### src/hw/scr_consts.vh
// Constants for the converter control and receiver status register bank.
// Included by bare name by scr_burst_dec and scr_regs_top of the bank; definitions only.
`ifndef SCR_CONSTS_VH
`define SCR_CONSTS_VH

// Register offsets on the byte-wide host port
`define SCR_OFS_SUBCODE_SECONDS    7'h23
`define SCR_OFS_SUBCODE_FRAME      7'h24
`define SCR_OFS_SUBCODE_ZERO_BYTE  7'h25
`define SCR_OFS_SUBCODE_ABS_MIN    7'h26
`define SCR_OFS_SUBCODE_ABS_SEC    7'h27
`define SCR_OFS_SUBCODE_ABS_FRAME  7'h28
`define SCR_OFS_BURST_INFO_HIGH    7'h29
`define SCR_OFS_BURST_INFO_LOW     7'h2A
`define SCR_OFS_BURST_LENGTH_HIGH  7'h2B
`define SCR_OFS_BURST_LENGTH_LOW   7'h2C
`define SCR_OFS_CONV_CONTROL_ONE   7'h2D
`define SCR_OFS_CONV_CONTROL_TWO   7'h2E
`define SCR_OFS_PAGE_SELECT        7'h7F

// Status memory entries: six sub-code bytes then four burst bytes
`define SCR_STAT_ENTRIES           10
`define SCR_STAT_BURST_BASE        4'h6

// Control one fields
`define SCR_C1_INPUT_SEL_LSB       0
`define SCR_C1_REFCLK_SEL_LSB      2
`define SCR_C1_MUTE_BIT            4
`define SCR_C1_TRACK_BIT           6
`define SCR_C1_WRITE_MASK          8'h5F
`define SCR_C1_RESET               8'h00

// Control two fields
`define SCR_C2_PREBUF_LSB          0
`define SCR_C2_DOWNSAMPLE_BIT      2
`define SCR_C2_DEEMPH_LSB          3
`define SCR_C2_AUTO_DEEMPH_BIT     5
`define SCR_C2_WRITE_MASK          8'h3F
`define SCR_C2_RESET               8'h00

// Page selector
`define SCR_PAGE_CONTROL           2'h0
`define SCR_PAGE_RESET             2'h0

// Pre-buffer depth in samples for selector code 00
`define SCR_PREBUF_MAX_SAMPLES     7'h40

// Burst preamble sync words and info word fields
`define SCR_SYNC_WORD_A            16'hF872
`define SCR_SYNC_WORD_B            16'h4E1F
`define SCR_INFO_TYPE_LSB          0
`define SCR_INFO_ERR_BIT           7
`define SCR_INFO_STREAM_LSB        13
`define SCR_TYPE_NULL              5'h00
`define SCR_TYPE_PAUSE             5'h03
`define SCR_TYPE_RSVD_A            5'h02
`define SCR_TYPE_RSVD_B            5'h0A
`define SCR_TYPE_RSVD_FROM         5'h10

`endif

### src/hw/scr_stat_mem.v
// Small status memory: one write port, one read port with registered data.
// Assumes the caller keeps addresses below DEPTH; clocked on clock, sync rst.
`timescale 1ns/1ns
module scr_stat_mem #(
  parameter WIDTH = 8,
  parameter DEPTH = 10,
  parameter AW    = 4
) (
  input  wire             clock,
  input  wire             rst,
  input  wire             wr_en,
  input  wire [AW-1:0]    wr_addr,
  input  wire [WIDTH-1:0] wr_data,
  input  wire [AW-1:0]    rd_addr,
  output wire [WIDTH-1:0] rd_data
);

  reg [WIDTH-1:0] mem_ff [0:DEPTH-1];
  reg [WIDTH-1:0] rd_data_ff;

  // Storage array, no reset so it maps to plain memory
  always @(posedge clock) begin
    if (wr_en) begin
      mem_ff[wr_addr] <= wr_data;
    end
  end

  // Registered read; entries hold no value until first swept
  always @(posedge clock) begin
    if (rst) begin
      rd_data_ff <= {WIDTH{1'b0}};
    end else begin
      rd_data_ff <= mem_ff[rd_addr];
    end
  end

  assign rd_data = rd_data_ff;

endmodule // scr_stat_mem

### src/hw/scr_burst_dec.v
// Burst preamble hunter: finds the two sync words, then takes info and length.
// Assumes one receiver word per rx_valid strobe, words in stream order.
`timescale 1ns/1ns
`include "scr_consts.vh"
module scr_burst_dec (
  input  wire        clock,
  input  wire        rst,
  input  wire [15:0] rx_word,
  input  wire        rx_valid,
  output wire [15:0] info_word,
  output wire [15:0] length_word,
  output wire        found
);

  localparam ST_HUNT   = 2'b00;
  localparam ST_SYNC_A = 2'b01;
  localparam ST_SYNC_B = 2'b10;
  localparam ST_INFO   = 2'b11;

  reg [1:0]  state_ff;
  reg [1:0]  nxt_state;
  reg [15:0] info_ff;
  reg [15:0] length_ff;
  reg        found_ff;

  // Next state on each received word
  always @* begin
    nxt_state = state_ff;
    if (rx_valid) begin
      case (state_ff)
        ST_HUNT: begin
          if (rx_word == `SCR_SYNC_WORD_A) nxt_state = ST_SYNC_A;
        end
        ST_SYNC_A: begin
          if (rx_word == `SCR_SYNC_WORD_B) nxt_state = ST_SYNC_B;
          else if (rx_word != `SCR_SYNC_WORD_A) nxt_state = ST_HUNT;
        end
        ST_SYNC_B: nxt_state = ST_INFO;
        ST_INFO:   nxt_state = ST_HUNT;
        default:   nxt_state = ST_HUNT;
      endcase
    end
  end

  // Capture info then length; pulse once the pair is complete
  always @(posedge clock) begin
    if (rst) begin
      state_ff  <= ST_HUNT;
      info_ff   <= 16'h0000;
      length_ff <= 16'h0000;
      found_ff  <= 1'b0;
    end else begin
      state_ff <= nxt_state;
      found_ff <= 1'b0;
      if (rx_valid && state_ff == ST_SYNC_B) begin
        info_ff <= rx_word;
      end
      if (rx_valid && state_ff == ST_INFO) begin
        length_ff <= rx_word;
        found_ff  <= 1'b1;
      end
    end
  end

  assign info_word   = info_ff;
  assign length_word = length_ff;
  assign found       = found_ff;

endmodule // scr_burst_dec

### src/hw/scr_regs_top.v
// Control page zero bank: sub-code and burst status, converter control bytes.
// Assumes a host port decoder in front presenting byte reads and writes,
// a sub-code decoder giving bits 32..79 with a strobe, and receiver words.
`timescale 1ns/1ns
`include "scr_consts.vh"
module scr_regs_top #(
  parameter SAMPLE_W = 24
) (
  input  wire                clock,
  input  wire                rst,
  input  wire [6:0]          host_addr,
  input  wire [7:0]          host_wdata,
  input  wire                host_wr,
  input  wire                host_rd,
  output wire [7:0]          host_rdata,
  output wire                host_rvalid,
  input  wire [47:0]         qsub_bits,
  input  wire                qsub_valid,
  input  wire [15:0]         rx_word,
  input  wire                rx_word_valid,
  input  wire [SAMPLE_W-1:0] conv_left_in,
  input  wire [SAMPLE_W-1:0] conv_right_in,
  input  wire                conv_sample_valid,
  input  wire [7:0]          atten_left_in,
  input  wire [7:0]          atten_right_in,
  input  wire [1:0]          auto_deemph_rate_in,
  output wire [1:0]          page_sel,
  output wire [1:0]          conv_input_select,
  output wire [1:0]          conv_refclk_select,
  output wire                soft_mute,
  output wire                atten_track,
  output wire [1:0]          prebuffer_depth_sel,
  output wire [6:0]          prebuffer_samples,
  output wire                direct_downsample_sel,
  output wire [1:0]          manual_deemph_rate,
  output wire                auto_deemph_enable,
  output wire [1:0]          deemph_rate_eff,
  output wire [7:0]          atten_left_eff,
  output wire [7:0]          atten_right_eff,
  output wire [SAMPLE_W-1:0] conv_left_out,
  output wire [SAMPLE_W-1:0] conv_right_out,
  output wire                conv_out_valid,
  output wire                burst_found,
  output wire [4:0]          burst_type,
  output wire                burst_err,
  output wire                burst_type_reserved,
  output wire [2:0]          burst_stream
);

  // Read source selects for the second read stage
  localparam RS_MEM  = 3'h0;
  localparam RS_C1   = 3'h1;
  localparam RS_C2   = 3'h2;
  localparam RS_PAGE = 3'h3;
  localparam RS_ZERO = 3'h4;

  // Control and page state
  reg [7:0]          ctrl_one_ff;
  reg [7:0]          ctrl_two_ff;
  reg [1:0]          page_ff;

  // Status staging and memory write sweep
  reg [47:0]         qsub_stage_ff;
  reg                sweep_pend_ff;
  reg                sweep_act_ff;
  reg [3:0]          sweep_idx_ff;
  reg [7:0]          sweep_data;
  wire [47:0]        qsub_rev;
  wire [15:0]        info_word;
  wire [15:0]        length_word;
  wire               found;
  wire [7:0]         mem_rd_data;
  wire [6:0]         mem_ofs;
  wire               stat_hit;

  // Host read pipeline
  reg                rd_pend_ff;
  reg [2:0]          rd_src_ff;
  reg [2:0]          nxt_rd_src;
  reg [7:0]          host_rdata_ff;
  reg                host_rvalid_ff;

  // Registered control outputs
  reg [6:0]          prebuf_samples_ff;
  reg [1:0]          deemph_eff_ff;
  reg [7:0]          atten_left_ff;
  reg [7:0]          atten_right_ff;
  reg [SAMPLE_W-1:0] left_out_ff;
  reg [SAMPLE_W-1:0] right_out_ff;
  reg                out_valid_ff;
  reg                burst_found_ff;
  reg [4:0]          burst_type_ff;
  reg                burst_err_ff;
  reg                burst_rsvd_ff;
  reg [2:0]          burst_stream_ff;
  reg                nxt_rsvd;

  wire               page_zero;
  wire               wr_c1;
  wire               wr_c2;
  wire               wr_page;

  // Page zero gate for every bank register except the page selector
  assign page_zero = (page_ff == `SCR_PAGE_CONTROL);
  assign wr_c1     = host_wr && page_zero && (host_addr == `SCR_OFS_CONV_CONTROL_ONE);
  assign wr_c2     = host_wr && page_zero && (host_addr == `SCR_OFS_CONV_CONTROL_TWO);
  assign wr_page   = host_wr && (host_addr == `SCR_OFS_PAGE_SELECT);

  // Control bytes; reserved bits never store
  always @(posedge clock) begin
    if (rst) begin
      ctrl_one_ff <= `SCR_C1_RESET;
      ctrl_two_ff <= `SCR_C2_RESET;
      page_ff     <= `SCR_PAGE_RESET;
    end else begin
      if (wr_c1) begin
        ctrl_one_ff <= host_wdata & `SCR_C1_WRITE_MASK;
      end
      if (wr_c2) begin
        ctrl_two_ff <= host_wdata & `SCR_C2_WRITE_MASK;
      end
      if (wr_page) begin
        page_ff <= host_wdata[1:0];
      end
    end
  end

  // Sub-code bytes put lowest-numbered bit into register bit 7
  genvar gi;
  generate
    for (gi = 0; gi < 48; gi = gi + 1) begin : g_qrev
      assign qsub_rev[(gi / 8) * 8 + 7 - (gi % 8)] = qsub_stage_ff[gi];
    end
  endgenerate

  // Receiver burst preamble hunter
  scr_burst_dec u_burst (
    .clock       (clock),
    .rst         (rst),
    .rx_word     (rx_word),
    .rx_valid    (rx_word_valid),
    .info_word   (info_word),
    .length_word (length_word),
    .found       (found)
  );

  // Byte written at each sweep index
  always @* begin
    case (sweep_idx_ff)
      4'h0:    sweep_data = qsub_rev[7:0];
      4'h1:    sweep_data = qsub_rev[15:8];
      4'h2:    sweep_data = qsub_rev[23:16];
      4'h3:    sweep_data = qsub_rev[31:24];
      4'h4:    sweep_data = qsub_rev[39:32];
      4'h5:    sweep_data = qsub_rev[47:40];
      4'h6:    sweep_data = info_word[15:8];
      4'h7:    sweep_data = info_word[7:0];
      4'h8:    sweep_data = length_word[15:8];
      4'h9:    sweep_data = length_word[7:0];
      default: sweep_data = 8'h00;
    endcase
  end

  // Stage new sub-code and sweep all entries into memory.
  // A new event during a sweep sets pending again, so it is never lost.
  always @(posedge clock) begin
    if (rst) begin
      qsub_stage_ff <= 48'h000000000000;
      sweep_pend_ff <= 1'b0;
      sweep_act_ff  <= 1'b0;
      sweep_idx_ff  <= 4'h0;
    end else begin
      if (qsub_valid) begin
        qsub_stage_ff <= qsub_bits;
      end
      if (qsub_valid || found) begin
        sweep_pend_ff <= 1'b1;
      end else if (!sweep_act_ff && sweep_pend_ff) begin
        sweep_pend_ff <= 1'b0;
      end
      if (!sweep_act_ff) begin
        sweep_act_ff <= sweep_pend_ff;
        sweep_idx_ff <= 4'h0;
      end else if (sweep_idx_ff == `SCR_STAT_ENTRIES - 1) begin
        sweep_act_ff <= 1'b0;
        sweep_idx_ff <= 4'h0;
      end else begin
        sweep_idx_ff <= sweep_idx_ff + 4'h1;
      end
    end
  end

  // Status window decode for host reads
  assign mem_ofs  = host_addr - `SCR_OFS_SUBCODE_SECONDS;
  assign stat_hit = (host_addr >= `SCR_OFS_SUBCODE_SECONDS) && (host_addr <= `SCR_OFS_BURST_LENGTH_LOW);

  scr_stat_mem #(
    .WIDTH (8),
    .DEPTH (`SCR_STAT_ENTRIES),
    .AW    (4)
  ) u_mem (
    .clock   (clock),
    .rst     (rst),
    .wr_en   (sweep_act_ff),
    .wr_addr (sweep_idx_ff),
    .wr_data (sweep_data),
    .rd_addr (mem_ofs[3:0]),
    .rd_data (mem_rd_data)
  );

  // Read source for the addressed register
  always @* begin
    nxt_rd_src = RS_ZERO;
    if (host_addr == `SCR_OFS_PAGE_SELECT) begin
      nxt_rd_src = RS_PAGE;
    end else if (page_zero) begin
      if (stat_hit) begin
        nxt_rd_src = RS_MEM;
      end else if (host_addr == `SCR_OFS_CONV_CONTROL_ONE) begin
        nxt_rd_src = RS_C1;
      end else if (host_addr == `SCR_OFS_CONV_CONTROL_TWO) begin
        nxt_rd_src = RS_C2;
      end
    end
  end

  // Two-stage read: memory read, then data and valid out
  always @(posedge clock) begin
    if (rst) begin
      rd_pend_ff     <= 1'b0;
      rd_src_ff      <= RS_ZERO;
      host_rdata_ff  <= 8'h00;
      host_rvalid_ff <= 1'b0;
    end else begin
      rd_pend_ff     <= host_rd;
      rd_src_ff      <= nxt_rd_src;
      host_rvalid_ff <= rd_pend_ff;
      if (rd_pend_ff) begin
        case (rd_src_ff)
          RS_MEM:  host_rdata_ff <= mem_rd_data;
          RS_C1:   host_rdata_ff <= ctrl_one_ff;
          RS_C2:   host_rdata_ff <= ctrl_two_ff;
          RS_PAGE: host_rdata_ff <= {6'h00, page_ff};
          default: host_rdata_ff <= 8'h00;
        endcase
      end
    end
  end

  // Payload type reserved codes
  always @* begin
    nxt_rsvd = (info_word[4:0] == `SCR_TYPE_RSVD_A) || (info_word[4:0] == `SCR_TYPE_RSVD_B) ||
               (info_word[4:0] >= `SCR_TYPE_RSVD_FROM);
  end

  // Decoded burst fields, updated when a complete preamble arrives
  always @(posedge clock) begin
    if (rst) begin
      burst_found_ff  <= 1'b0;
      burst_type_ff   <= `SCR_TYPE_NULL;
      burst_err_ff    <= 1'b0;
      burst_rsvd_ff   <= 1'b0;
      burst_stream_ff <= 3'h0;
    end else begin
      burst_found_ff <= found;
      if (found) begin
        burst_type_ff   <= info_word[`SCR_INFO_TYPE_LSB +: 5];
        burst_err_ff    <= info_word[`SCR_INFO_ERR_BIT];
        burst_rsvd_ff   <= nxt_rsvd;
        burst_stream_ff <= info_word[`SCR_INFO_STREAM_LSB +: 3];
      end
    end
  end

  // Derived converter settings
  always @(posedge clock) begin
    if (rst) begin
      prebuf_samples_ff <= `SCR_PREBUF_MAX_SAMPLES;
      deemph_eff_ff     <= 2'h0;
      atten_left_ff     <= 8'h00;
      atten_right_ff    <= 8'h00;
    end else begin
      // 64 halved per step of the selector
      prebuf_samples_ff <= `SCR_PREBUF_MAX_SAMPLES >> ctrl_two_ff[`SCR_C2_PREBUF_LSB +: 2];
      if (ctrl_two_ff[`SCR_C2_AUTO_DEEMPH_BIT]) begin
        deemph_eff_ff <= auto_deemph_rate_in;
      end else begin
        deemph_eff_ff <= ctrl_two_ff[`SCR_C2_DEEMPH_LSB +: 2];
      end
      // Attenuation bytes in half-decibel steps
      atten_left_ff <= atten_left_in;
      if (ctrl_one_ff[`SCR_C1_TRACK_BIT]) begin
        atten_right_ff <= atten_left_in;
      end else begin
        atten_right_ff <= atten_right_in;
      end
    end
  end

  // Output sample gate for soft mute
  always @(posedge clock) begin
    if (rst) begin
      left_out_ff  <= {SAMPLE_W{1'b0}};
      right_out_ff <= {SAMPLE_W{1'b0}};
      out_valid_ff <= 1'b0;
    end else begin
      out_valid_ff <= conv_sample_valid;
      if (conv_sample_valid) begin
        if (ctrl_one_ff[`SCR_C1_MUTE_BIT]) begin
          left_out_ff  <= {SAMPLE_W{1'b0}};
          right_out_ff <= {SAMPLE_W{1'b0}};
        end else begin
          left_out_ff  <= conv_left_in;
          right_out_ff <= conv_right_in;
        end
      end
    end
  end

  // Outputs taken straight from the control, status and read flip-flops
  assign host_rdata            = host_rdata_ff;
  assign host_rvalid           = host_rvalid_ff;
  assign page_sel              = page_ff;
  assign conv_input_select     = ctrl_one_ff[`SCR_C1_INPUT_SEL_LSB +: 2];
  assign conv_refclk_select    = ctrl_one_ff[`SCR_C1_REFCLK_SEL_LSB +: 2];
  assign soft_mute             = ctrl_one_ff[`SCR_C1_MUTE_BIT];
  assign atten_track           = ctrl_one_ff[`SCR_C1_TRACK_BIT];
  assign prebuffer_depth_sel   = ctrl_two_ff[`SCR_C2_PREBUF_LSB +: 2];
  assign prebuffer_samples     = prebuf_samples_ff;
  assign direct_downsample_sel = ctrl_two_ff[`SCR_C2_DOWNSAMPLE_BIT];
  assign manual_deemph_rate    = ctrl_two_ff[`SCR_C2_DEEMPH_LSB +: 2];
  assign auto_deemph_enable    = ctrl_two_ff[`SCR_C2_AUTO_DEEMPH_BIT];
  assign deemph_rate_eff       = deemph_eff_ff;
  assign atten_left_eff        = atten_left_ff;
  assign atten_right_eff       = atten_right_ff;
  assign conv_left_out         = left_out_ff;
  assign conv_right_out        = right_out_ff;
  assign conv_out_valid        = out_valid_ff;
  assign burst_found           = burst_found_ff;
  assign burst_type            = burst_type_ff;
  assign burst_err             = burst_err_ff;
  assign burst_type_reserved   = burst_rsvd_ff;
  assign burst_stream          = burst_stream_ff;

endmodule // scr_regs_top

### config.mk
export PLATFORM = sky130hd
export DESIGN_NAME = scr_regs_top
export DESIGN_NICKNAME = d
export VERILOG_FILES = /design/src/hw/scr_stat_mem.v /design/src/hw/scr_burst_dec.v /design/src/hw/scr_regs_top.v
export VERILOG_INCLUDE_DIRS = /design/src /design/src/hw
export SDC_FILE = /design/constraint.sdc
export NUM_CORES = 1
export LEC_CHECK = 0
export ABC_AREA = 1
export BUFFER_PORTS_ARGS = -buffer_cell sky130_fd_sc_hd__buf_4
export CELL_PAD_IN_SITES_DETAIL_PLACEMENT = 1
export CELL_PAD_IN_SITES_GLOBAL_PLACEMENT = 1
export CORE_MARGIN = 4
export CORE_UTILIZATION = 36
export CTS_CLUSTER_DIAMETER = 40
export DETAILED_ROUTE_END_ITERATION = 10
export PLACE_DENSITY = 0.74
export SYNTH_ARGS = -nofsm -noshare
export SYNTH_HDL_FRONTEND = slang
export SYNTH_SLANG_ARGS = --single-unit
### constraint.sdc
create_clock -name clock -period 1.7 [get_ports clock]
set_clock_uncertainty 0.15 [all_clocks]
set_input_delay 0.17 -clock clock [delete_from_list [all_inputs] [get_ports clock]]
set_output_delay 0.17 -clock clock [all_outputs]
set_load 0.03 [all_outputs]
# After elaboration in Yosys (flattened, before gate mapping)
# Memory sizes are Yosys's and may differ from the RTL's. A register that Yosys moved wholly into a read port is not among the register bits.
# Cells that the tools add are included.
dict set report totals {
  regBits 201
  ram_bits 80
  in_bits 152
  out_inout_bits 108
  wordCells 101
  n_memories 1
}
# memory words width read_ports rd_clocked_by_memory_dff wr line_no
set mem_list {}
lappend mem_list {u_mem.mem_ff 10 8 1 1 1 scr_stat_mem.v:18} ;# reg [WIDTH-1:0] mem_ff [0:DEPTH-1];
dict set report op_classes {
  add_sub_neg 2
  magnitude_cmp 3
  eq_ne 25
  shift 1
  mux 22
  bitwise_logic 1
  n_reduce_logical 19
}
# cell n
set op_table {}
lappend op_table {{$pmux W8 S10} 1}
lappend op_table {{$mux W24} 2}
lappend op_table {{$pmux W8 S4} 1}
lappend op_table {{$eq A16 B15 Y1 const B} 1}
lappend op_table {{$eq A16 B16 Y1 const B} 1}
lappend op_table {{$eq A4 B3 Y1 const B} 4}
lappend op_table {{$ne A16 B16 Y1 const B} 1}
lappend op_table {{$mux W3} 5}
lappend op_table {{$eq A7 B6 Y1 const B} 2}
lappend op_table {{$eq A4 B2 Y1 const B} 2}
lappend op_table {{$eq A4 B4 Y1 const B} 2}
lappend op_table {{$logic_and A1 B1 Y1} 8}
lappend op_table {{$mux W2} 4}
lappend op_table {{$mux W8} 1}
lappend op_table {{$pmux W2 S4} 1}
lappend op_table {{$eq A7 B7 Y1 const B} 1}
lappend op_table {{$ge A7 B6 Y1 const B} 1}
lappend op_table {{$le A7 B6 Y1 const B} 1}
lappend op_table {{$mux W1} 7}
lappend op_table {{$shr A7 B2 Y7 const A} 1}
lappend op_table {{$eq A3 B2 Y1 const B} 2}
lappend op_table {{$eq A5 B2 Y1 const B} 1}
lappend op_table {{$eq A5 B4 Y1 const B} 1}
lappend op_table {{$ge A5 B5 Y1 const B} 1}
lappend op_table {{other kinds (17)} 21}

# Depth between registers and ports, before layout
# Gate-level depths: netlist of run 1.
dict set report depth {
  word_depth 6
  mapped_depth 11
  mapped_depth_nobuf 10
}

# By module
# Synthesis of run 1 repeated with hierarchy kept, for this count alone.
dict set report hier_totals {
  cells_unflattened 1429
  area_unflattened_um2 11812.6
}
# mod instances cells_each area_each_um2 seq_area_each_um2
set by_module_without_submodules {}
lappend by_module_without_submodules {scr_regs_top 1 899 6747.7 3263.1}
lappend by_module_without_submodules {scr_stat_mem 1 344 3696.0 2562.5}
lappend by_module_without_submodules {scr_burst_dec 1 186 1368.8 700.7}

# Worst setup path before layout of run 1
# No wires, ideal clock.
dict set report synth_timing {
  path_type {register -> register}
  from {register sweep_idx_ff[2]}
  to {memory u_mem.mem_ff[3][0] (enable)}
  setup_ps 370
  arrival_time_ps 1256
  t_required_ps 1180
  setup_slack_ps -76
  path_stages_with_launch 5
  path_buffers 1
  period_less_slack_ps 1776
  cell_sequence {dfxtp_1 > buf_6 > nor2_1 > nand2_1 > nor2_1}
}
# element line_no
set synth_lines {}
lappend synth_lines {{start: declaration} scr_regs_top.v:66} ;# reg [3:0] sweep_idx_ff;
lappend synth_lines {{start signal: assignment} scr_regs_top.v:188} ;# sweep_idx_ff <= sweep_idx_ff + 4'h1;
lappend synth_lines {{end: declaration} scr_stat_mem.v:18}
# Straight into the memory's write port.

# Worst setup path in the final report of run 1
dict set report layout_timing {
  from {register sweep_idx_ff[1]}
  to {memory u_mem.mem_ff[6][3], data pin}
}
dict set report layout_via {
  elab_chain_len 2
  elab_cells_between_ends 11
  classes_between {eq/ne (9); mux (1); reduce/logical (1)}
}
# element line_no
set layout_rtl {}
lappend layout_rtl {{$eq A4 B4 Y1 (tied with other cells)} scr_regs_top.v:149} ;# case (sweep_idx_ff)
lappend layout_rtl {{$pmux W8 S10 (*)} scr_regs_top.v:149}
lappend layout_rtl {{net sweep_data[3]} scr_regs_top.v:67} ;# reg [7:0] sweep_data;
# The timed path passes the listed nets; every way through them passes the cells marked *.

==> summary.md, run 1 <==
| Metric | Value |
|---|---|
| Status | finished with violations |
| Failing checks | negative setup slack |
| Inserted Clock Buffers | 44 |
| Max-cap violations | 0 |
| Worst Path Required | 1.82 ns |
| Post-Syn Area | 0.01115 mm² |
| Layout cells sized above 1 | 26.25% |
| Most frequent cells in the layout | buf_4, dfxtp_1, nor2_1, dlygate4sd3_1, o21ai_0 |
| CP endpoint kind | register |
| Routability cong. | 0.8196 |
| Top cell type's share of synthesized area | 36.97% |
| Worst Hold Class | input pin to register |
| RSZ-0062 raised after global routing | yes |
| Final setup violation count | 89 |
| Die Ht | 184.0 µm |
| Reg2reg start | sweep_idx_ff[1] |
| Pwr dens | 1060 mW/mm² |
| Slew Viols, Final | 0 |
| Worst Reg2Reg Path Length in Cells | 8 |
| Fin nets | 1926 |
| Min-Delay Path Depth | 3 |
| Max Fclk | 0.5406 GHz |
| Via count | 11450 |
| Chip width | 184.0 µm |
| Area contributors post-synth | dfxtp_1, edfxtp_1, o21ai_0, a21oi_1, nor2_1 |
| CTS tree | done |
| Core Footprint | 0.03059 mm² |
| Overall global routing resource usage | 26.06% |
| Slew HR | 64.28% |
| Final worst slack | -0.1499 ns |
| Avg Inst Size Synth | 8.620 µm² |
| Detail Route Antenna Nets | 0 |
| Reg2reg setup slack | -0.15 ns |
| Worst r2r dst | u_mem.mem_ff[6][3] |
| Post-synthesis sequential area ratio | 58.51% |
| DRT iter0 DRCs | 744 |
| Vias in the first global route | 12320 |
| Drt pass-1 iters | 5 |
| Hold path start | rst |
| Clock root buffer | clkbuf_16 |
| Total gr overflow | 0 |
| Post-DR wirelength/cell | 21.22 µm |
| FF+latch count, synth | 286 |
| Hold EP | atten_left_eff[5] |
| Clock buffer depth | 3 |
| Yosys cell types | 31 |
| Async S/R FF share, synth | 0% |
| Arr. time, crit path | 1.97 ns |
| Dpl hpwl | 26930 µm |
| CP Launch Type | register |
| Initial core utilization | 36.47% |
| EDFF count, synth | 80 |
| Final min period | 1.850 ns |
| Max IR drop VDD | 0.5874 mV |
| Final Hold Slack | 0.03004 ns |
| H-tree depth | 2 |
| DRC viols | 0 |
| Worst slew pin tran | 0.5358 ns |
| Largest net degree at the start of global routing | 83 |
| Leakage power | 7.294 nW |
| Wirelength, routed | 46710 µm |
| Final period util | 108.8% |
| Fin. Hold Viols | 0 |
| Ys flop type | dfxtp_1 |
| Row cnt | 64 |
| Die area | 0.03387 mm² |
| WS Path Type | register to register |
| First-pass GRT wire length | 69900 µm |
| Initial antenna violation count | 1 |
| Synth warnings | 0 |
| IO Pins | 260 |
| Worst-Skew Late Latency | 0.53 ns |
| Reg clk slew, reported paths | 0.05 ns |
| Layout area overhead | 57.66% |
| Worst slack at placement | -0.2536 ns |
| Most common cell after layout, fill and taps aside | buf_4 |
| CP max FO | 8 |
| Leading area contributor after synthesis | dfxtp_1 |
| # clock sinks | 286 |
| PortBufs | 255 |
| Synth Instances | 1294 |
| Vias per cell | 5.204 |
[stage by stage]
step | TNS, ns | area (µm²) | total power, W | std cells | utilization, %
after floorplan | -0.01138 | 11190 | 0.008252 | 1296 | -
after global placement | -11.41 | 13920 | 0.009006 | 1940 | 45.52
after detailed placement | -19.54 | 13920 | 0.009053 | 1940 | 45.52
after CTS | -1.601 | 17350 | 0.01856 | 2193 | 56.72
after global routing | -13.05 | 17580 | 0.01927 | 2199 | 57.47
final | -7.424 | 17590 | 0.01864 | 2201 | 57.49
[repair_timing]
| item | in CTS | in global routing |
|---|---|---|
| buffers inserted | 1 | 2 |
| cloned | 3 | 4 |
| hold endpoints to repair | 167 | 0 |
| gates resized for setup | 51 | 43 |
| pin swaps | 10 | 12 |
| hold buffers | 167 | 0 |
| setup endpoints to repair | 138 | 158 |
[kinds of logic (layout without fill, tap and decap cells)]
| family | after synthesis | in the layout | synth area share, % |
|---|---|---|---|
| adder cells (fa/ha/maj) | 8 | 8 | 0.8974 |
| other | 1 | 6 | 0.03362 |
| AND/OR/NAND/NOR | 452 | 455 | 16.70 |
| XOR/XNOR | 1 | 1 | 0.1459 |
| buffers and inverters | 189 | 692 | 6.753 |
| flip-flops | 286 | 286 | 58.51 |
| AO/OA/AOI/OAI | 357 | 357 | 16.96 |
[report_power, final]
| part | switching (W) | leakage (nW) | internal (W) |
|---|---|---|---|
| combinational | 0.00111 | 4.12 | 0.000932 |
| sequential | 0.000112 | 2.43 | 0.00724 |
| clock | 0.00334 | 0.750 | 0.00590 |
| total | 0.00457 | 7.29 | 0.0141 |
[critical path, stage by stage (launching register included)]
cell,delay [ns]
dfxtp_4,0.41
inv_4,0.06
ha_4,0.19
buf_4,0.14
nand2_1,0.14
inv_4,0.09
nand2_1,0.07
nand4_1,0.14
buf_2,0.20
[synth_stat cells, types with 2 or more instances]
cell type / instances
buf_2: 17
dfxtp_1: 206
o211ai_1: 18
buf_4: 4
nand4_1: 13
nor3_1: 4
nand2_2: 2
edfxtp_1: 80
clkbuf_1: 46
clkinv_1: 2
a21oi_1: 144
a21oi_2: 4
o21ai_0: 160
nor2_1: 184
o22ai_1: 27
buf_1: 5
nand2_1: 163
nand3_2: 2
inv_2: 5
or2_1: 2
inv_1: 109
ha_1: 8
or2_2: 3
nand3_1: 79
[final cells by class]
| cell class | instances | area, µm² |
|---|---|---|
| Timing Repair Buffer | 494 | 4384 |
| Tap cell | 396 | 495.5 |
| Fill cell | 3430 | 13000 |
| Clock buffer | 62 | 1319 |
| Antenna cell | 3 | 7.507 |
| Sequential cell | 286 | 6539 |
| Clock inverter | 20 | 209.0 |
| Inverter | 116 | 455.4 |
| Multi-Input combinational cell | 824 | 4177 |
[per-layer routing]
| layer | global-route usage, % | part of all wire, % | wire length [µm] |
|---|---|---|---|
| met4 | 11.18 | 4.2 | 1968 |
| met2 | 47.25 | 52 | 24200 |
| met5 | 0 | 0 | 0 |
| met1 | 30.08 | 39 | 18030 |
| met3 | 4.650 | 5.4 | 2507 |
[how the worst max path moves through the flow]
stage / start / to / slack [ns]
2_1_floorplan: sweep_idx_ff[0] / u_mem.mem_ff[9][0] / -0.001
4_1_cts: sweep_idx_ff[0] / u_mem.mem_ff[6][3] / -0.08
6_report: sweep_idx_ff[1] / u_mem.mem_ff[6][3] / -0.15
3_3_place_gp: sweep_idx_ff[0] / u_mem.mem_ff[1][3] / -0.20
5_1_grt: sweep_idx_ff[1] / u_mem.mem_ff[6][3] / -0.21
3_5_place_dp: sweep_idx_ff[0] / u_mem.mem_ff[3][3] / -0.25
[state kept, by name, indices dropped and copies added, names as in the netlist, 2 cells and up, named ones only]
signal	cells
u_burst.length_word	16
ctrl_two_ff	6
host_rdata	8
atten_right_eff	8
atten_left_eff	8
sweep_idx_ff	4
burst_type	5
conv_left_out	24
u_mem.mem_ff	80
ctrl_one_ff	6
conv_right_out	24
qsub_stage_ff	48
page_sel	2
rd_src_ff	3
deemph_rate_eff	2
burst_stream	3
prebuffer_samples	4
u_burst.info_word	16
u_mem.rd_data	8
Power figures use the tool's default switching activity.
==> inputs of run 2 (changes only) <==
--- a/config.mk
+++ b/config.mk
@@ -7,14 +7,15 @@
 export NUM_CORES = 1
 export LEC_CHECK = 0
 export ABC_AREA = 1
-export BUFFER_PORTS_ARGS = -buffer_cell sky130_fd_sc_hd__buf_4
 export CELL_PAD_IN_SITES_DETAIL_PLACEMENT = 1
 export CELL_PAD_IN_SITES_GLOBAL_PLACEMENT = 1
 export CORE_MARGIN = 4
-export CORE_UTILIZATION = 36
+export CORE_UTILIZATION = 40
+export CTS_BUF_LIST = sky130_fd_sc_hd__clkbuf_8
 export CTS_CLUSTER_DIAMETER = 40
 export DETAILED_ROUTE_END_ITERATION = 10
-export PLACE_DENSITY = 0.74
+export DONT_BUFFER_PORTS = 1
+export PLACE_DENSITY = 0.7
 export SYNTH_ARGS = -nofsm -noshare
 export SYNTH_HDL_FRONTEND = slang
 export SYNTH_SLANG_ARGS = --single-unit
==> run 2 against run 1 <==
Net effect:
- the run ends with negative hold slack, negative setup slack left
- combinational power decreased by 26%
- critical path depth decreased by 1
- via count decreased by 4.9%
- sequential share of layout area increased by 3.7 points
- sequential power increased by 3%
- final area decreased by 9.0%
- critical endpoint is now u_mem.mem_ff[5][3]
- largest cell class unchanged
- largest power group is now sequential cells
==> summary.md, run 2 (synthesis results as in run 1) <==
| Metric | Value |
|---|---|
| Status | finished with violations |
| Failing checks | negative hold slack, negative setup slack |
| Layout cells sized above 1 | 16.59% (-9.7 points) |
| Core Footprint | 0.02718 mm² (-11%) |
| Reg with most FFs | u_mem.mem_ff |
| Die Ht | 175.0 µm (-4.9%) |
| Max IR drop VDD | 0.5985 mV (+1.9%) |
| Die area | 0.03062 mm² (-9.6%) |
| Row cnt | 60 (-6.3%) |
| Clock buffer depth | 3 (unchanged) |
| Worst Path Required | 1.85 ns (+0.03 ns) |
| Post-DR wirelength/cell | 22.60 µm (+6.5%) |
| Setup tns final | -24.04 ns (-16.61 ns) |
| Area of the multi-input gates | 0.004322 mm² (+3.5%) |
| Max reg flops | 80 (unchanged) |
| DRT iter0 DRCs | 708 (-4.8%) |
| Dpl hpwl | 23280 µm (-14%) |
| Reg power frac | 48.7% (+9.3 points) |
| First-pass GRT wire length | 64980 µm (-7.0%) |
| Routability cong. | 0.8354 (+1.9%) |
| Clock power frac | 41.6% (-8.0 points) |
| Overall global routing resource usage | 26.58% (+0.53 points) |
| Vias in the first global route | 11540 (-6.3%) |
| CTS tree | done |
| DRC viols | 0 (unchanged) |
| Final min period | 2.132 ns (+0.2819 ns) |
| Most frequent cells in the layout | dfxtp_1, dlygate4sd3_1, nor2_1 |
| Worst slew pin tran | 0.6489 ns (+0.1132 ns) |
| Pwr dens | 967.5 mW/mm² (-8.7%) |
| Slew Viols, Final | 0 (unchanged) |
| Layout area overhead | 43.44% |
| Clock root buffer | clkbuf_8 |
| IO Pins | 260 (unchanged) |
| Combinational power share | 9.7% (-1.3 points) |
| Reg2reg start | sweep_idx_ff[1] |
| PortBufs | 0 (-100%) |
| Switching Share | 26.68% (+2.2 points) |
| Max Fclk | 0.4691 GHz (-13%) |
| Worst-Skew Late Latency | 0.59 ns (+0.06 ns) |
| Final Hold Slack | -0.05693 ns (-0.08697 ns) |
| CP Launch Type | register |
| Final period util | 125.4% (+17 points) |
| Hold path start | host_addr[0] |
| CP max FO | 5 (-3) |
| Final setup violation count | 131 (+47%) |
| Fin nets | 1746 (-9.3%) |
| Drt pass-1 iters | 7 (+2) |
| Total gr overflow | 0 (unchanged) |
| FF+latch area | 0.006544 mm² (about the same) |
| Reg clk slew, reported paths | 0.07 ns (+0.02 ns) |
| # clock sinks | 286 (unchanged) |
| Psw | 0.004130 W (-9.6%) |
| Wirelength, routed | 45210 µm (-3.2%) |
| Fillers | 3032 (-12%) |
| Vias per cell | 5.445 (+4.6%) |
| Max-cap violations | 0 (unchanged) |
| Pint | 0.01135 W (-19%) |
| H-tree depth | 2 (unchanged) |
| Arr. time, crit path | 2.28 ns (+0.31 ns) |
| Inserted Clock Buffers | 49 (+11%) |
| Worst setup path startpoint | sweep_idx_ff[1] |
| WS Path Type | register to register |
| Initial core utilization | 41.05% (+4.6 points) |
| Core Util, Final | 58.88% (+1.4 points) |
| Largest net degree at the start of global routing | 65 (-22%) |
| Leakage power | 6.264 nW (-14%) |
| Final worst slack | -0.4318 ns (-0.2819 ns) |
| Initial antenna violation count | 1 (unchanged) |
| Via count | 10890 (-4.9%) |
| Detail Route Antenna Nets | 0 (unchanged) |
| Chip width | 175.0 µm (-4.9%) |
| RSZ-0062 raised after global routing | yes |
| Slew HR | 56.59% (-7.7 points) |
| Fin. Hold Viols | 4 (+4) |
| CP endpoint kind | register |
| Worst Hold Class | input pin to register |
| Biggest regs | u_mem.mem_ff x80, qsub_stage_ff x48 |
[run 2: worst paths after layout]
check,slack (ns),end,cells past startpoint
worst min-delay path,-0.06,u_mem.rd_data[1],6
worst max-delay path,-0.43,u_mem.mem_ff[5][3],7
worst min register to register,0.32,u_burst.info_word[9],2
worst max register to register,-0.43,u_mem.mem_ff[5][3],7
[run 2: metrics by stage]
step	instances	worst slack [ns]	area, µm²	power [W]
3_3_place_gp	1657	-0.1666	11890	0.008463
6_report	2000	-0.4318	16000	0.01548
2_1_floorplan	1296	-0.001423	11190	0.008252
3_5_place_dp	1657	-0.2582	11890	0.008498
4_1_cts	1977	-0.09939	15460	0.01526
5_1_grt	2000	-0.4434	16000	0.01603
[run 2: cell type report]
type | count | share of cell area, %
Antenna cell | 1 | 0.01564
Inverter | 116 | 2.917
Timing Repair Buffer | 309 | 19.92
Tap cell | 372 | 2.909
Clock buffer | 58 | 4.989
Clock inverter | 34 | 1.345
Sequential cell | 286 | 40.90
Multi-Input combinational cell | 824 | 27.01
[run 2: layer usage]
metal / GRT usage, % / part of all wire, % / up-vias / wire length [µm]
li1: - / - / 4954 / -
met1: 30.17 / 37 / 5345 / 16900
met2: 48.44 / 53 / 455 / 23810
met3: 5.625 / 5.8 / 136 / 2621
met4: 11.10 / 4.2 / 0 / 1881
met5: 0 / 0 / - / 0
[run 2: what timing repair did]
item	CTS	global route
cloned	6	5
gates resized for setup	72	93
endpoints found under the setup margin	150	174
pin swaps	20	25
hold buffers	208	2
endpoints found under the hold margin	203	1
buffers inserted	15	21
[run 2: power by group through the flow]
stage / Sequential [W] / Clock, W / Combinational [W]
after floorplan: 0.00763 / 0 / 0.000627
after global placement: 0.00767 / 0 / 0.000795
after detailed placement: 0.00767 / 0 / 0.000825
after CTS: 0.00753 / 0.00639 / 0.00135
after global routing: 0.00755 / 0.00684 / 0.00164
final: 0.00754 / 0.00643 / 0.00151
[run 2: critical path, stage by stage (launching register included)]
cell	delay, ns
dfxtp_4	0.38
buf_6	0.13
ha_4	0.20
nand3_4	0.12
o21ai_1	0.17
nor2_4	0.19
nand4_1	0.25
buf_2	0.25
==> inputs of run 3 (changes only) <==
--- a/config.mk
+++ b/config.mk
@@ -7,6 +7,7 @@
 export NUM_CORES = 1
 export LEC_CHECK = 0
 export ABC_AREA = 1
+export BUFFER_PORTS_ARGS = -buffer_cell sky130_fd_sc_hd__buf_4
 export CELL_PAD_IN_SITES_DETAIL_PLACEMENT = 1
 export CELL_PAD_IN_SITES_GLOBAL_PLACEMENT = 1
 export CORE_MARGIN = 4
@@ -14,8 +15,7 @@
 export CTS_BUF_LIST = sky130_fd_sc_hd__clkbuf_8
 export CTS_CLUSTER_DIAMETER = 40
 export DETAILED_ROUTE_END_ITERATION = 10
-export DONT_BUFFER_PORTS = 1
-export PLACE_DENSITY = 0.7
+export PLACE_DENSITY = 0.78
 export SYNTH_ARGS = -nofsm -noshare
 export SYNTH_HDL_FRONTEND = slang
 export SYNTH_SLANG_ARGS = --single-unit
==> constraint.sdc (replaced) <==
create_clock -name clock -period 2.26 [get_ports clock]
set_clock_uncertainty 0.15 [all_clocks]
set_input_delay 0.226 -clock clock [delete_from_list [all_inputs] [get_ports clock]]
set_output_delay 0.226 -clock clock [all_outputs]
set_load 0.03 [all_outputs]
==> run 3 against run 2 <==
Net effect:
- the run now ends clean
- power down 23%
- die area unchanged
- global-route usage up 3.5 points
- combinational power about the same
- core utilization up 1.3 points
- maximum frequency up 0.12%
- critical path depth unchanged
- non-clock buffer count up 163
- critical path type unchanged
==> summary.md, run 3 (synthesis results as in run 1) <==
| Metric | Value |
|---|---|
| Clock root buffer | clkbuf_8 |
| Setup tns final | 0 ns (+24.04 ns) |
| Crit-path slowest cell | dfxtp_1 |
| H-tree depth | 2 (unchanged) |
| Die Ht | 175.0 µm (unchanged) |
| Max reg flops | 80 (unchanged) |
| Overall global routing resource usage | 30.11% (+3.5 points) |
| # clock sinks | 286 (unchanged) |
| Worst slew pin tran | 0.9992 ns (+0.3503 ns) |
| Area of the multi-input gates | 0.003882 mm² (-10%) |
| PortBufs | 255 (+255) |
| Final setup violation count | 0 (-100%) |
| Reg clk slew, reported paths | 0.06 ns (about the same) |
| Worst Path Required | 2.41 ns (+0.56 ns) |
| Worst Hold Class | input pin to register |
| Detail Route Antenna Nets | 0 (unchanged) |
| Top delay family on crit path | simple AND/OR/NAND/NOR gates |
| Most frequent cells in the layout | buf_4, dfxtp_1, nor2_1 |
| Fin area | 0.01636 mm² (+2.2%) |
| Layout area overhead | 46.66% |
| Core Footprint | 0.02718 mm² (unchanged) |
| Post-DR wirelength/cell | 22.11 µm (-2.2%) |
| CTS tree | done |
| Wirelength, routed | 47780 µm (+5.7%) |
| Layout cells sized above 1 | 21.12% (+4.5 points) |
| WS Path Type | register to register |
| Placed Area | 0.01354 mm² (+14%) |
| Final min period | 2.129 ns (-0.002517 ns) |
| Fillers | 3150 (+3.9%) |
| Total gr overflow | 0 (unchanged) |
| Pwr Total | 0.01186 W (-23%) |
| Worst-Skew Late Latency | 0.58 ns (about the same) |
| Fin. Hold Viols | 0 (-4) |
| Clock buffer depth | 3 (unchanged) |
| CP Launch Type | register |
| Hold path start | host_addr[4] |
| RSZ-0062 raised after global routing | no |
| IO Pins | 260 (unchanged) |
| FF+latch area | 0.006526 mm² (-0.27%) |
| Max IR drop VDD | 0.4393 mV (-27%) |
| Inserted Clock Buffers | 49 (unchanged) |
| Slew HR | 33.39% (-23 points) |
| Initial core utilization | 41.05% (unchanged) |
| CP endpoint kind | register |
| Max Fclk | 0.4696 GHz (+0.12%) |
| Largest net degree at the start of global routing | 83 (+28%) |
| Most common cell after layout, fill and taps aside | buf_4 |
| DRC viols | 0 (unchanged) |
| DRT iter0 DRCs | 858 (+21%) |
| Fin nets | 1906 (+9.2%) |
| Via count | 11430 (+5.0%) |
| Routability cong. | 0.8031 (-3.9%) |
| Max-cap violations | 0 (unchanged) |
| Vias per cell | 5.291 (-2.8%) |
| Vias in the first global route | 12390 (+7.3%) |
| Biggest regs | u_mem.mem_ff x80, qsub_stage_ff x48 |
| Slew Viols, Final | 0 (unchanged) |
| Initial antenna violation count | 3 (+2) |
| CP Cell Sequence | inv_1 -> ha_1 -> nand3_1 -> o22ai_1 -> nor2_1 -> nand4_1 -> buf_4 |
| Drt pass-1 iters | 5 (-2) |
| Reg2reg start | sweep_idx_ff[1] |
| Critical path buffers and inverters | 2 (unchanged) |
| Chip width | 175.0 µm (unchanged) |
| First-pass GRT wire length | 72480 µm (+12%) |
| Final period util | 94.22% (-31 points) |
| Reg with most FFs | u_mem.mem_ff |
| Status | complete, no violations |
| Dpl hpwl | 25420 µm (+9.2%) |
| CP max FO | 10 (+5) |
| Arr. time, crit path | 2.27 ns (about the same) |
| Die area | 0.03062 mm² (unchanged) |
| CP peak stage delay | 0.38 ns (about the same) |
| Pwr dens | 724.9 mW/mm² (-25%) |
| Worst setup path startpoint | sweep_idx_ff[1] |
| Row cnt | 60 (unchanged) |
| Leakage power | 6.911 nW (+10%) |
[run 3: cell types whose count changed in the layout (fill, tap and decap cells not counted), moves of 10 or more]
cell	change
buf_4	+238
buf_6	-35
dlygate4sd3_1	-22
inv_1	+19
nor2_1	+19
nor2_2	-10
[run 3: repair_timing]
item                       CTS  global route
resized for setup            0             0
hold endpoints to repair   167             0
hold buffers               178             0
setup endpoints to repair   38            10
buffers inserted             4             1
pin swaps                    4             1
[run 3: per-stage QoR]
step / hold slack (ns) / setup WS (ns) / instances / util (%)
3_3_place_gp: 0.2847 / 0.1483 / 1884 / 49.83
6_report: 0.05356 / 0.1307 / 2161 / 60.20
3_5_place_dp: 0.2917 / 0.002897 / 1884 / 49.83
4_1_cts: 0.04245 / 0.01437 / 2156 / 60.13
5_1_grt: 0.06490 / 0.007558 / 2160 / 60.19
2_1_floorplan: 0.1830 / 0.4387 / 1296 / -
[run 3: layout make-up]
type / instances / area share [%]
antenna: 4 / 0.06119
clock buffer: 59 / 4.964
clock inverter: 31 / 1.078
inverter: 116 / 2.662
multi-input combinational: 821 / 23.73
sequential: 286 / 39.89
tap: 372 / 2.845
timing repair buffer: 472 / 24.76
[run 3: final timing paths]
kind                   endpoint  slack (ns)  depth (start not counted)
max          u_mem.mem_ff[3][6]        0.13                          7
min                rd_src_ff[0]        0.05                          5
max reg2reg  u_mem.mem_ff[3][6]        0.13                          7
min reg2reg       host_rdata[7]        0.30                          2
[run 3: tightest hold or removal path, cell delays in order]
cell and delay (ns):
buf_4 0.12, nand2_1 0.05, inv_1 0.04, nand4_1 0.16, a21oi_1 0.10
[run 3: report_power, final]
| part | switching [W] | internal, W |
|---|---|---|
| Sequential | 0.0000852 | 0.00544 |
| Combinational | 0.000828 | 0.000670 |
| Clock | 0.00225 | 0.00259 |
[run 3: routing by layer]
layer,global-route usage [%],routed length [µm],part of all wire [%]
met1,31.65,17260,36
met2,56.78,25340,53
met3,6.253,2857,6.0
met4,14.89,2330,4.9
met5,0,0,0
